## src/hw/tms_map.vh

```
// Register offsets, field positions, reset values and timing counts of the timer sync block
`ifndef TMS_MAP_VH
`define TMS_MAP_VH

`define TMS_OFF_CTRL     12'h000
`define TMS_OFF_MODE     12'h004
`define TMS_OFF_SLAVE    12'h008
`define TMS_OFF_EVGEN    12'h00C
`define TMS_OFF_COUNT    12'h010
`define TMS_OFF_PRESC    12'h014
`define TMS_OFF_RELOAD   12'h018
`define TMS_OFF_CMP1     12'h01C
`define TMS_OFF_STATUS   12'h020
`define TMS_OFF_INTEN    12'h024
`define TMS_OFF_INTCLR   12'h028

// CTRL fields
`define TMS_CTRL_RUN     0
`define TMS_CTRL_DBGFRZ  1
// MODE: master output select
`define TMS_MOS_LSB      4
`define TMS_MOS_MSB      6
// SLAVE fields
`define TMS_SMS_LSB      0
`define TMS_SMS_MSB      2
`define TMS_TIS_LSB      4
`define TMS_TIS_MSB      6
`define TMS_MSD_BIT      7
// EVGEN: soft update generate
`define TMS_EVG_UPD      0
// STATUS / INTEN / INTCLR fields
`define TMS_ST_UPD       0
`define TMS_ST_TRG       1
`define TMS_ST_W         2

`define TMS_MOS_RESET    3'h0
`define TMS_MOS_ENABLE   3'h1
`define TMS_MOS_UPDATE   3'h2
`define TMS_MOS_CMP1     3'h4
`define TMS_SMS_OFF      3'h0
`define TMS_SMS_GATED    3'h5
`define TMS_SMS_TRIG     3'h6
`define TMS_SMS_EXTCLK   3'h7
`define TMS_TIS_INTERNAL_TRIGGER_LINE0     3'h0
`define TMS_TIS_CH1      3'h4

`define TMS_RST_RELOAD   32'h0000_FFFF
`define TMS_RST_ZERO     32'h0000_0000
// Sync stages on incoming triggers
`define TMS_SYNC_STAGES  3

`endif

```

## src/hw/tms_sync.v

```verilog
// Master/slave timer synchronisation core with APB registers
//
// Local design decisions: register access over APB and the register addresses.
`include "tms_map.vh"

module tms_sync #(
   parameter CNT_W = 32                          // Counter width
)(
   input  wire        CORE_CLK_IN,               // Timer clock, 100 MHz
   input  wire        RST_IN,                    // Async reset, active high
   input  wire        CLK_EN_IN,                 // Freezes all state when low
   input  wire        PSEL_IN,                   // APB select
   input  wire        PENABLE_IN,                // APB enable
   input  wire        PWRITE_IN,                 // APB direction
   input  wire [11:0] PADDR_IN,                  // APB byte address
   input  wire [31:0] PWDATA_IN,                 // APB write data
   output reg  [31:0] PRDATA_OUT,                // APB read data
   output reg         PREADY_OUT,                // APB ready
   output reg         PSLVERR_OUT,               // APB error, unmapped address
   input  wire        INTERNAL_TRIGGER_LINE0_LINE_IN,              // Internal trigger line0 from another timer
   input  wire        CHAN1_INPUT_IN,            // Channel-1 input pin
   input  wire        DEBUG_HALT_IN,             // Core halted for debug
   output reg         TRIGGER_OUTPUT_OUT,        // Trigger output to slave timers
   output reg         CHAN1_CMP_REF_OUT,         // Channel-1 compare reference
   output reg         IRQ_OUT                    // Level interrupt
);

   reg  [1:0]       ctrl_reg;
   reg  [2:0]       mos_reg;
   reg  [2:0]       sms_reg;
   reg  [2:0]       tis_reg;
   reg              msd_reg;
   reg  [CNT_W-1:0] cnt_reg;
   reg  [15:0]      psc_reg;
   reg  [15:0]      pcnt_reg;
   reg  [CNT_W-1:0] arr_reg;
   reg  [CNT_W-1:0] ccr1_reg;
   reg  [1:0]       st_reg;
   reg  [1:0]       ie_reg;
   reg              run_d_reg;
   reg              trg_d_reg;
   reg              ug_reg;
   reg              dbg_reg;
   wire [1:0]       pin_raw = {CHAN1_INPUT_IN, INTERNAL_TRIGGER_LINE0_LINE_IN};
   wire [1:0]       pin_agreed;
   localparam [31:0] RST_RELOAD = `TMS_RST_RELOAD;

   wire             acc      = PSEL_IN & PENABLE_IN & ~PREADY_OUT;
   wire             wr       = acc & PWRITE_IN;
   wire             rd       = acc & ~PWRITE_IN;
   wire             dbg_frz  = ctrl_reg[`TMS_CTRL_DBGFRZ] & dbg_reg;
   wire             tick_en  = CLK_EN_IN & ~dbg_frz;
   reg              trg_sel;
   reg              mapped;
   reg  [31:0]      rdata;

   // Channel-1 and internal trigger pass three stages; a change counts once stages 2 and 3 agree.
   // This drops one-cycle glitches, so a peer must hold a trigger pulse for two clocks.
   genvar           g;
   generate
      for (g = 0; g < 2; g = g + 1)
      begin : g_resync
         reg [`TMS_SYNC_STAGES-1:0] stage_reg;
         reg                        agreed_reg;
         always @(posedge CORE_CLK_IN or posedge RST_IN)
         begin
            if (RST_IN)
            begin
               stage_reg  <= {`TMS_SYNC_STAGES{1'b0}};
               agreed_reg <= 1'b0;
            end
            else if (CLK_EN_IN)
            begin
               stage_reg <= {stage_reg[`TMS_SYNC_STAGES-2:0], pin_raw[g]};
               if (stage_reg[`TMS_SYNC_STAGES-1] == stage_reg[`TMS_SYNC_STAGES-2])
                  agreed_reg <= stage_reg[`TMS_SYNC_STAGES-1];
            end
         end
         assign pin_agreed[g] = agreed_reg;
      end
   endgenerate

   // Halt level is registered once
   always @(posedge CORE_CLK_IN or posedge RST_IN)
   begin
      if (RST_IN)
         dbg_reg <= 1'b0;
      else if (CLK_EN_IN)
         dbg_reg <= DEBUG_HALT_IN;
   end

   always @*
   begin
      case (tis_reg)
         `TMS_TIS_INTERNAL_TRIGGER_LINE0: trg_sel = pin_agreed[0];
         `TMS_TIS_CH1:  trg_sel = pin_agreed[1];
         default:       trg_sel = 1'b0;
      endcase
   end

   wire trg_rise  = trg_sel & ~trg_d_reg;
   wire trg_mode  = (sms_reg == `TMS_SMS_TRIG);
   wire gate_mode = (sms_reg == `TMS_SMS_GATED);
   wire ext_mode  = (sms_reg == `TMS_SMS_EXTCLK);
   wire trig_start = trg_mode & trg_rise & ~ctrl_reg[`TMS_CTRL_RUN];
   wire run_sig = ctrl_reg[`TMS_CTRL_RUN] & (~gate_mode | trg_sel);
   // delayed run path when master/slave delay set
   wire run_psc = msd_reg ? run_d_reg : run_sig;
   // trigger edge is the counting clock
   wire psc_clk = ext_mode ? trg_rise : 1'b1;
   wire psc_tick = tick_en & run_psc & psc_clk;
   wire psc_wrap = psc_tick & (pcnt_reg == psc_reg);
   wire ovf      = psc_wrap & (cnt_reg == arr_reg);

   // Write strobes, one per writable register; a write lands on the access edge
   wire             wr_ctrl   = wr & (PADDR_IN == `TMS_OFF_CTRL);
   wire             wr_mode   = wr & (PADDR_IN == `TMS_OFF_MODE);
   wire             wr_slave  = wr & (PADDR_IN == `TMS_OFF_SLAVE);
   wire             wr_evgen  = wr & (PADDR_IN == `TMS_OFF_EVGEN);
   wire             wr_count  = wr & (PADDR_IN == `TMS_OFF_COUNT);
   wire             wr_presc  = wr & (PADDR_IN == `TMS_OFF_PRESC);
   wire             wr_reload = wr & (PADDR_IN == `TMS_OFF_RELOAD);
   wire             wr_cmp1   = wr & (PADDR_IN == `TMS_OFF_CMP1);
   wire             wr_inten  = wr & (PADDR_IN == `TMS_OFF_INTEN);
   wire             wr_intclr = wr & (PADDR_IN == `TMS_OFF_INTCLR);
   wire             soft_upd  = wr_evgen & PWDATA_IN[`TMS_EVG_UPD];

   // Configuration registers
   always @(posedge CORE_CLK_IN or posedge RST_IN)
   begin
      if (RST_IN)
      begin
         mos_reg  <= `TMS_MOS_RESET;
         sms_reg  <= `TMS_SMS_OFF;
         tis_reg  <= `TMS_TIS_INTERNAL_TRIGGER_LINE0;
         msd_reg  <= 1'b0;
         psc_reg  <= 16'h0000;
         arr_reg  <= RST_RELOAD[CNT_W-1:0];
         ccr1_reg <= {CNT_W{1'b0}};
         ie_reg   <= 2'h0;
      end
      else if (CLK_EN_IN)
      begin
         if (wr_mode)
            mos_reg <= PWDATA_IN[`TMS_MOS_MSB:`TMS_MOS_LSB];
         if (wr_slave)
         begin
            sms_reg <= PWDATA_IN[`TMS_SMS_MSB:`TMS_SMS_LSB];
            tis_reg <= PWDATA_IN[`TMS_TIS_MSB:`TMS_TIS_LSB];
            msd_reg <= PWDATA_IN[`TMS_MSD_BIT];
         end
         if (wr_presc)
            psc_reg <= PWDATA_IN[15:0];
         if (wr_reload)
            arr_reg <= PWDATA_IN[CNT_W-1:0];
         if (wr_cmp1)
            ccr1_reg <= PWDATA_IN[CNT_W-1:0];
         if (wr_inten)
            ie_reg <= PWDATA_IN[1:0];
      end
   end

   // Control bits; a trigger start in the same cycle as a write still sets run
   always @(posedge CORE_CLK_IN or posedge RST_IN)
   begin
      if (RST_IN)
         ctrl_reg <= 2'h0;
      else if (CLK_EN_IN)
      begin
         if (wr_ctrl)
            ctrl_reg <= PWDATA_IN[1:0] | {1'b0, trig_start};
         else if (trig_start)
            ctrl_reg[`TMS_CTRL_RUN] <= 1'b1;
      end
   end

   // Counter and prescaler; a software load beats a count on the same edge
   always @(posedge CORE_CLK_IN or posedge RST_IN)
   begin
      if (RST_IN)
      begin
         cnt_reg  <= {CNT_W{1'b0}};
         pcnt_reg <= 16'h0000;
      end
      else if (CLK_EN_IN)
      begin
         // soft update clears counter and prescaler
         if (soft_upd)
         begin
            cnt_reg  <= {CNT_W{1'b0}};
            pcnt_reg <= 16'h0000;
         end
         else
         begin
            if (psc_tick)
               pcnt_reg <= psc_wrap ? 16'h0000 : pcnt_reg + 16'h0001;
            if (wr_count)
               cnt_reg <= PWDATA_IN[CNT_W-1:0];
            else if (psc_wrap)
               cnt_reg <= (cnt_reg == arr_reg) ? {CNT_W{1'b0}} : cnt_reg + {{(CNT_W-1){1'b0}}, 1'b1};
         end
      end
   end

   // Status flags and one-cycle pipelines
   always @(posedge CORE_CLK_IN or posedge RST_IN)
   begin
      if (RST_IN)
      begin
         st_reg    <= 2'h0;
         run_d_reg <= 1'b0;
         trg_d_reg <= 1'b0;
         ug_reg    <= 1'b0;
      end
      else if (CLK_EN_IN)
      begin
         trg_d_reg <= trg_sel;
         run_d_reg <= run_sig;
         ug_reg    <= soft_upd;
         st_reg <= (st_reg & ~(wr_intclr ? PWDATA_IN[1:0] : 2'h0)) | {trig_start, ovf};
      end
   end

   // Outputs are registered so slaves see one clean edge per event
   always @(posedge CORE_CLK_IN or posedge RST_IN)
   begin
      if (RST_IN)
         CHAN1_CMP_REF_OUT <= 1'b0;
      else if (CLK_EN_IN)
         CHAN1_CMP_REF_OUT <= (cnt_reg < ccr1_reg);
   end

   always @(posedge CORE_CLK_IN or posedge RST_IN)
   begin
      if (RST_IN)
         IRQ_OUT <= 1'b0;
      else if (CLK_EN_IN)
         IRQ_OUT <= |(st_reg & ie_reg);
   end

   // Soft update leaves one cycle late, since it passes through ug_reg
   always @(posedge CORE_CLK_IN or posedge RST_IN)
   begin
      if (RST_IN)
         TRIGGER_OUTPUT_OUT <= 1'b0;
      else if (CLK_EN_IN)
      begin
         case (mos_reg)
            `TMS_MOS_RESET:  TRIGGER_OUTPUT_OUT <= ug_reg;
            `TMS_MOS_ENABLE: TRIGGER_OUTPUT_OUT <= run_sig;
            `TMS_MOS_UPDATE: TRIGGER_OUTPUT_OUT <= ovf;
            `TMS_MOS_CMP1:   TRIGGER_OUTPUT_OUT <= (cnt_reg < ccr1_reg);
            default:         TRIGGER_OUTPUT_OUT <= 1'b0;
         endcase
      end
   end

   always @*
   begin
      mapped = 1'b1;
      rdata  = 32'h0000_0000;
      case (PADDR_IN)
         `TMS_OFF_CTRL:   rdata[1:0] = ctrl_reg;
         `TMS_OFF_MODE:   rdata[`TMS_MOS_MSB:`TMS_MOS_LSB] = mos_reg;
         `TMS_OFF_SLAVE:  rdata[7:0] = {msd_reg, tis_reg, 1'b0, sms_reg};
         `TMS_OFF_EVGEN:  rdata = 32'h0000_0000;
         `TMS_OFF_COUNT:  rdata[CNT_W-1:0] = cnt_reg;
         `TMS_OFF_PRESC:  rdata[15:0] = psc_reg;
         `TMS_OFF_RELOAD: rdata[CNT_W-1:0] = arr_reg;
         `TMS_OFF_CMP1:   rdata[CNT_W-1:0] = ccr1_reg;
         `TMS_OFF_STATUS: rdata[1:0] = st_reg;
         `TMS_OFF_INTEN:  rdata[1:0] = ie_reg;
         `TMS_OFF_INTCLR: rdata = 32'h0000_0000;
         default:         mapped = 1'b0;
      endcase
   end

   // One wait state: ready rises the cycle after penable, then drops
   always @(posedge CORE_CLK_IN or posedge RST_IN)
   begin
      if (RST_IN)
      begin
         PREADY_OUT  <= 1'b0;
         PSLVERR_OUT <= 1'b0;
      end
      else if (CLK_EN_IN)
      begin
         PREADY_OUT  <= acc;
         PSLVERR_OUT <= acc & ~mapped;
      end
   end

   // Read data holds until the next read
   always @(posedge CORE_CLK_IN or posedge RST_IN)
   begin
      if (RST_IN)
         PRDATA_OUT <= 32'h0000_0000;
      else if (CLK_EN_IN & rd)
         PRDATA_OUT <= rdata;
   end

endmodule // tms_sync

```

## config.mk

```make
export PLATFORM = sky130hd
export DESIGN_NAME = tms_sync
export DESIGN_NICKNAME = d
export VERILOG_FILES = /design/src/hw/tms_sync.v
export VERILOG_INCLUDE_DIRS = /design/src /design/src/hw
export SDC_FILE = /design/constraint.sdc
export NUM_CORES = 1
export LEC_CHECK = 0
export BUFFER_PORTS_ARGS = -buffer_cell sky130_fd_sc_hd__buf_2
export CORE_ASPECT_RATIO = 1.5
export CORE_MARGIN = 1
export CORE_UTILIZATION = 45
export DETAILED_ROUTE_END_ITERATION = 16
export HOLD_SLACK_MARGIN = 0.05
export PLACE_DENSITY = 0.62
export SETUP_SLACK_MARGIN = 0.02
export SLEW_MARGIN = 25
export SYNTH_ARGS = -nofsm -noshare
export SYNTH_HDL_FRONTEND = slang
export SYNTH_SLANG_ARGS = --single-unit
```

## constraint.sdc

```tcl
create_clock -name CORE_CLK_IN -period 9.8 [get_ports CORE_CLK_IN]
set_input_delay 1.96 -clock CORE_CLK_IN [delete_from_list [all_inputs] [get_ports CORE_CLK_IN]]
set_output_delay 1.96 -clock CORE_CLK_IN [all_outputs]
set_load 0.02 [all_outputs]
```

Word level (Yosys, flattened, before mapping)

Cells that the tools add are included.

Register bits: 193
Bits of input ports: 53

Add/sub/neg operators: 2
Order comparisons: 1
Equal/unequal tests: 21
Multiplexer cells: 21
Bitwise operators: 40
Reduce and logical (&&, ||, !) cells: 20

Operators with widths:

| cell                                                                   | count |
|---|---|
| 32-bit two-way mux                                                     | 4 |
| 12-bit by 5-bit equality test with 1-bit output, second input constant | 4 |
| 16-bit two-way mux                                                     | 3 |
| 16-bit case mux with 3 select lines                                    | 1 |
| 12-bit by 6-bit equality test with 1-bit output, second input constant | 3 |
| 32-bit by 1-bit adder with 32-bit output, second input constant        | 1 |
| 32-bit equality test                                                   | 1 |
| 32-bit < comparator                                                    | 1 |
| 8-bit case mux with 4 select lines                                     | 1 |
| 1-bit AND                                                              | 27 |
| 12-bit by 4-bit equality test with 1-bit output, second input constant | 2 |
| 2-bit AND reduction                                                    | 12 |
| 3-bit case mux with 6 select lines                                     | 1 |
| 16-bit by 1-bit adder with 16-bit output, second input constant        | 1 |
| 16-bit equality test                                                   | 1 |
| 2-bit case mux with 8 select lines                                     | 1 |
| 3-bit equality test, second input constant                             | 5 |
| 12-bit by 3-bit equality test with 1-bit output, second input constant | 1 |
| 12-bit logical NOT                                                     | 1 |
| 11-bit OR reduction                                                    | 1 |
| 2-bit case mux with 5 select lines                                     | 1 |
| 1-bit inverter                                                         | 7 |
| 3-bit logical NOT                                                      | 2 |
| 1-bit two-way mux                                                      | 5 |
| other kinds (15)                                                       | 18 |

Depth between registers and ports, before layout

Depth in word-level cells: 11
Gate-level depth with buffers: 10
Mapped depth without buffers: 9

Least setup slack after synthesis

Ideal clock, no wire load.

Path type: input to register
From: input PADDR_IN[5]
To: register cnt_reg[12]
Library setup time: 0.130 ns
Arrival: 3.574 ns
Required time: 9.670 ns
Path slack: 6.096 ns
Cell stages on the path: 9
Buffers on the path: 2
Cells stage by stage: nor4b_2 nand2_4 or3_1 buf_2 nand2_4 nor2_2 buf_2 a21oi_1 o22ai_1

Cells in the longest elaborated chain, start to end: 5
Elaborated cells between the ends (all ways): 9
Classes of those cells: eq/ne: 2; mux: 2; bitwise: 3; reduce/logical: 2

Ends and longest elaborated chain:

| what                                            | line           | source |
|---|---|---|
| start, declared                                 | tms_sync.v:15  | `input wire [11:0] PADDR_IN,` |
| 12-bit by 4-bit equality test with 1-bit output | n/a            |  |
| 1-bit AND                                       | tms_sync.v:119 | `` wire wr_evgen = wr & (PADDR_IN == `TMS_OFF_EVGEN); `` |
| 1-bit AND                                       | tms_sync.v:126 | `` wire soft_upd = wr_evgen & PWDATA_IN[`TMS_EVG_UPD]; `` |
| 3-bit nonzero test (no source line)             | n/a            |  |
| 2-bit AND reduction (no source line)            | n/a            |  |
| end signal, assigned                            | tms_sync.v:182 | `cnt_reg <= {CNT_W{1'b0}};` |
| end signal, assigned                            | tms_sync.v:190 | `cnt_reg <= {CNT_W{1'b0}};` |
| end signal, assigned                            | tms_sync.v:198 | `cnt_reg <= PWDATA_IN[CNT_W-1:0];` |
| end, declared                                   | tms_sync.v:33  | `reg [CNT_W-1:0] cnt_reg;` |

Several ways; a longest one is shown, not always the timed one.
A chain may end at the register's enable or synchronous reset.

Worst setup path in the final report

From: input CLK_EN_IN
To: register pcnt_reg[11]

Cells in the longest elaborated chain, start to end: 7
Elaborated cells between the ends (all ways): 9
Classes of those cells: mux: 3; bitwise: 4; reduce/logical: 2

Ends and longest elaborated chain:

| what                   | line           | source |
|---|---|---|
| start, declared        | tms_sync.v:11  | `input wire CLK_EN_IN,` |
| 1-bit AND              | tms_sync.v:52  | `wire tick_en = CLK_EN_IN & ~dbg_frz;` |
| 1-bit AND (2 in a row) | tms_sync.v:111 | `wire psc_tick = tick_en & run_psc & psc_clk;` |
| 1-bit AND              | tms_sync.v:112 | `wire psc_wrap = psc_tick & (pcnt_reg == psc_reg);` |
| 16-bit two-way mux     | tms_sync.v:196 | `pcnt_reg <= psc_wrap ? 16'h0000 : pcnt_reg + 16'h0001;` |
| 16-bit two-way mux     | tms_sync.v:195 | `if (psc_tick)` |
| 16-bit two-way mux     | tms_sync.v:188 | `if (soft_upd)` |
| end signal, assigned   | tms_sync.v:196 |  |
| end, declared          | tms_sync.v:35  | `reg [15:0] pcnt_reg;` |

Several ways; a longest one is shown, not always the timed one. The select of a mux whose other input is x is not followed.

==> out/qor.yml <==
min_path_cells: 2
synth_cell_types: 67
multi_input_area_um2: 5190
setup.worst_path.end_class: "flip-flop"
syn-mean-instance-area_um2: 9.90
die_w_um: 127
syn_area_um2: 10500
cts_tree: "built"
wl_per_cell_um: 20.5
grt_pass1_vias: 8257
hold_path_class: "reg2reg"
core_um2: 23000
cts_buffers: 17
htree_num_levels: 4
regToRegEndpoint: "pcnt_reg[11]"
hold_violations: 0
fin_tns_setup_ns: 0
fin_nets: 1208
cp_slowest_stage_delay_ns: 0.64
path_clk_slew_ns: 0.07
cts_setup_buffers: 0
synth-edff-count: 0
worstReg2RegStart: "tis_reg[2]"
peakVddDrop_mv: 0.121
vias: 8458
crit_path_max_fanout: 30
arrival_ns: 4.76
area_growth_pct: 11.8
worst_path_max_delay_cell: "nor2_1"
wl_um: 29000
die_y_um: 189
grt.overflow.total: 0
insertion_delay_ns: 0.45
post-route-period-util: 0.456
p_per_area_nw_per_um2: 136
rows: 68
synth_top_cell_by_area: "dfrtp_1"
clockBufferDepth: 2
antenna_cells: 0
cp-start-kind: "input port"
crit_chain: "buf_2 -> buf_4 -> clkinv_1 -> a221oi_1 -> o221a_2 -> and4_1 -> nor2_1 -> nor2_1 -> nor2_1"
finalSetupViolations: 0
synth_ff_type: "dfrtp_1"
reg2reg_depth: 7
synth_most_common_cell: "dfrtp_1"
ctsRootBufferMaster: "clkbuf_16"
status: "completed"
grt_antenna_before_repair: 0
r2r_slack_ns: 6.89
path_class: "in2reg"
drt_iter0_drc: 505
crit_end: "pcnt_reg[11]"
ant_nets: 0
grt_max_degree: 121
leakage_nw: 5.45
seq_area_frac_synth: 0.463
grt_pass1_wl_um: 46100
postCtsHoldBufs: 0
final.setup_skew_ns: 0.0123
syn_inst: 1059
synthArstFlopShare: 1.00
synth.area.top_cells: "dfrtp_1, mux2_2, o21ai_0, dfstp_2, nand2_1"
synth-seq-cells: 193
crit_start: "CLK_EN_IN"
slew_headroom: 0.348
drc: 0
post_cts_resize_count: 0
hpwlAfterDp_um: 20500
drv_slew: 0
synth_top_area_frac: 0.423
drive_gt1_frac: 0.208
rsz0062_at_grt: "false"
die-area_um2: 23900
crit_top_cell: "nor2_1"
cap_violations: 0
fillers: 2106
initial_core_util: 0.456
yosysWarnings: 0
synth_fp_nets: 1145
fmaxAchievable_ghz: 0.224
via_per_inst: 5.98
clock-sinks: 193
tightest_slew_ns: 0.976
yosys-top-cells-count: "dfrtp_1, nand2_1, o21ai_0"
fin_util: 0.510
fin_crit_ns: 4.46
grt_usage: 0.254
firstDrtPassIters: 6
finalPower_mw: 1.59
gp_congestion: 0.874
layout.area.seq_um2: 4850
ios: 90
required_ns: 10.10
portBuffers: 89
-- cell families (layout without fill, tap and decap cells) --
logic type               after synthesis  in the layout  share of synthesized area
AO/OA/AOI/OAI                        263            263                      0.165
XOR/XNOR                              61             61                     0.0510
adder cells (fa/ha/maj)               33             33                     0.0394
buffers and inverters                113            189                     0.0463
flip-flops                           193            193                      0.463
multiplexers                          71             71                     0.0759
AND/OR/NAND/NOR                      325            325                      0.160
-- per-stage QoR --
| step | setup slack, ns | cells | cell area, µm² | hold WS, ns |
|---|---|---|---|---|
| floorplan | 2.61 | 1059 | 10500 | 0.446 |
| global placement | 5.02 | 1383 | 11100 | 0.454 |
| detailed placement | 4.91 | 1383 | 11100 | 0.465 |
| CTS | 5.38 | 1415 | 11700 | 0.482 |
| global route | 5.05 | 1415 | 11700 | 0.492 |
| finish | 5.34 | 1415 | 11700 | 0.473 |
-- worst max-delay path: cells and delay by family --
kind	cells	cell delay (ns)
compound gates	2	0.59
buf+inv	3	0.74
simple gates	4	1.43
-- how the worst min path moves through the flow --
stage                                         from                       end  slack (ns)
after floorplan           g_resync[1].stage_reg[0]  g_resync[1].stage_reg[1]        0.45
after global placement    g_resync[1].stage_reg[0]  g_resync[1].stage_reg[1]        0.45
after detailed placement            PRDATA_OUT[22]            PRDATA_OUT[22]        0.47
after CTS                           PRDATA_OUT[16]            PRDATA_OUT[16]        0.48
after global routing                PRDATA_OUT[16]            PRDATA_OUT[16]        0.49
final                               PRDATA_OUT[25]            PRDATA_OUT[25]        0.47
-- power by group --
part	internal [mW]	total [mW]	switching [mW]	leakage (nW)
clock network	0.379	0.696	0.317	0.279
logic	0.0238	0.0786	0.0548	2.82
registers	0.810	0.819	0.00954	2.35
-- layer usage --
layer | up-vias | GRT usage | share of wire
li1 | 4007 | - | -
met1 | 4167 | 0.298 | 0.40
met2 | 224 | 0.446 | 0.52
met3 | 60 | 0.0381 | 0.041
met4 | 0 | 0.133 | 0.043
met5 | - | 0 | 0
-- final cells by class --
type	count	share of cell area
clock inverter	10	0.00865
sequential	193	0.414
clock buffer	22	0.0413
multi-input combinational	753	0.443
tap	280	0.0299
inverter	61	0.0202
timing repair buffer	96	0.0428
-- cell usage in the layout (no fill, tap or decap), types with 5 or more instances in the layout --
| cell type | n |
|---|---|
| o31ai_1 | 5 |
| dfstp_2 | 16 |
| nand3_1 | 30 |
| a22oi_1 | 19 |
| mux2_2 | 68 |
| nor3_1 | 21 |
| and2_1 | 5 |
| a221oi_1 | 14 |
| o2bb2ai_1 | 6 |
| nor4_1 | 28 |
| or3_1 | 5 |
| nand4_1 | 22 |
| buf_4 | 6 |
| buf_2 | 89 |
| xor2_1 | 44 |
| and4_1 | 5 |
| inv_1 | 59 |
| o21ai_0 | 85 |
| nor2_1 | 44 |
| a22o_1 | 9 |
| xnor2_1 | 17 |
| o22ai_1 | 21 |
| nand2_1 | 112 |
| clkbuf_16 | 17 |
| ha_1 | 33 |
| a21oi_1 | 52 |
| dfrtp_1 | 177 |
| a21o_1 | 6 |
| a222oi_1 | 21 |
| and3_1 | 13 |
(Power assumes the default switching activity.)
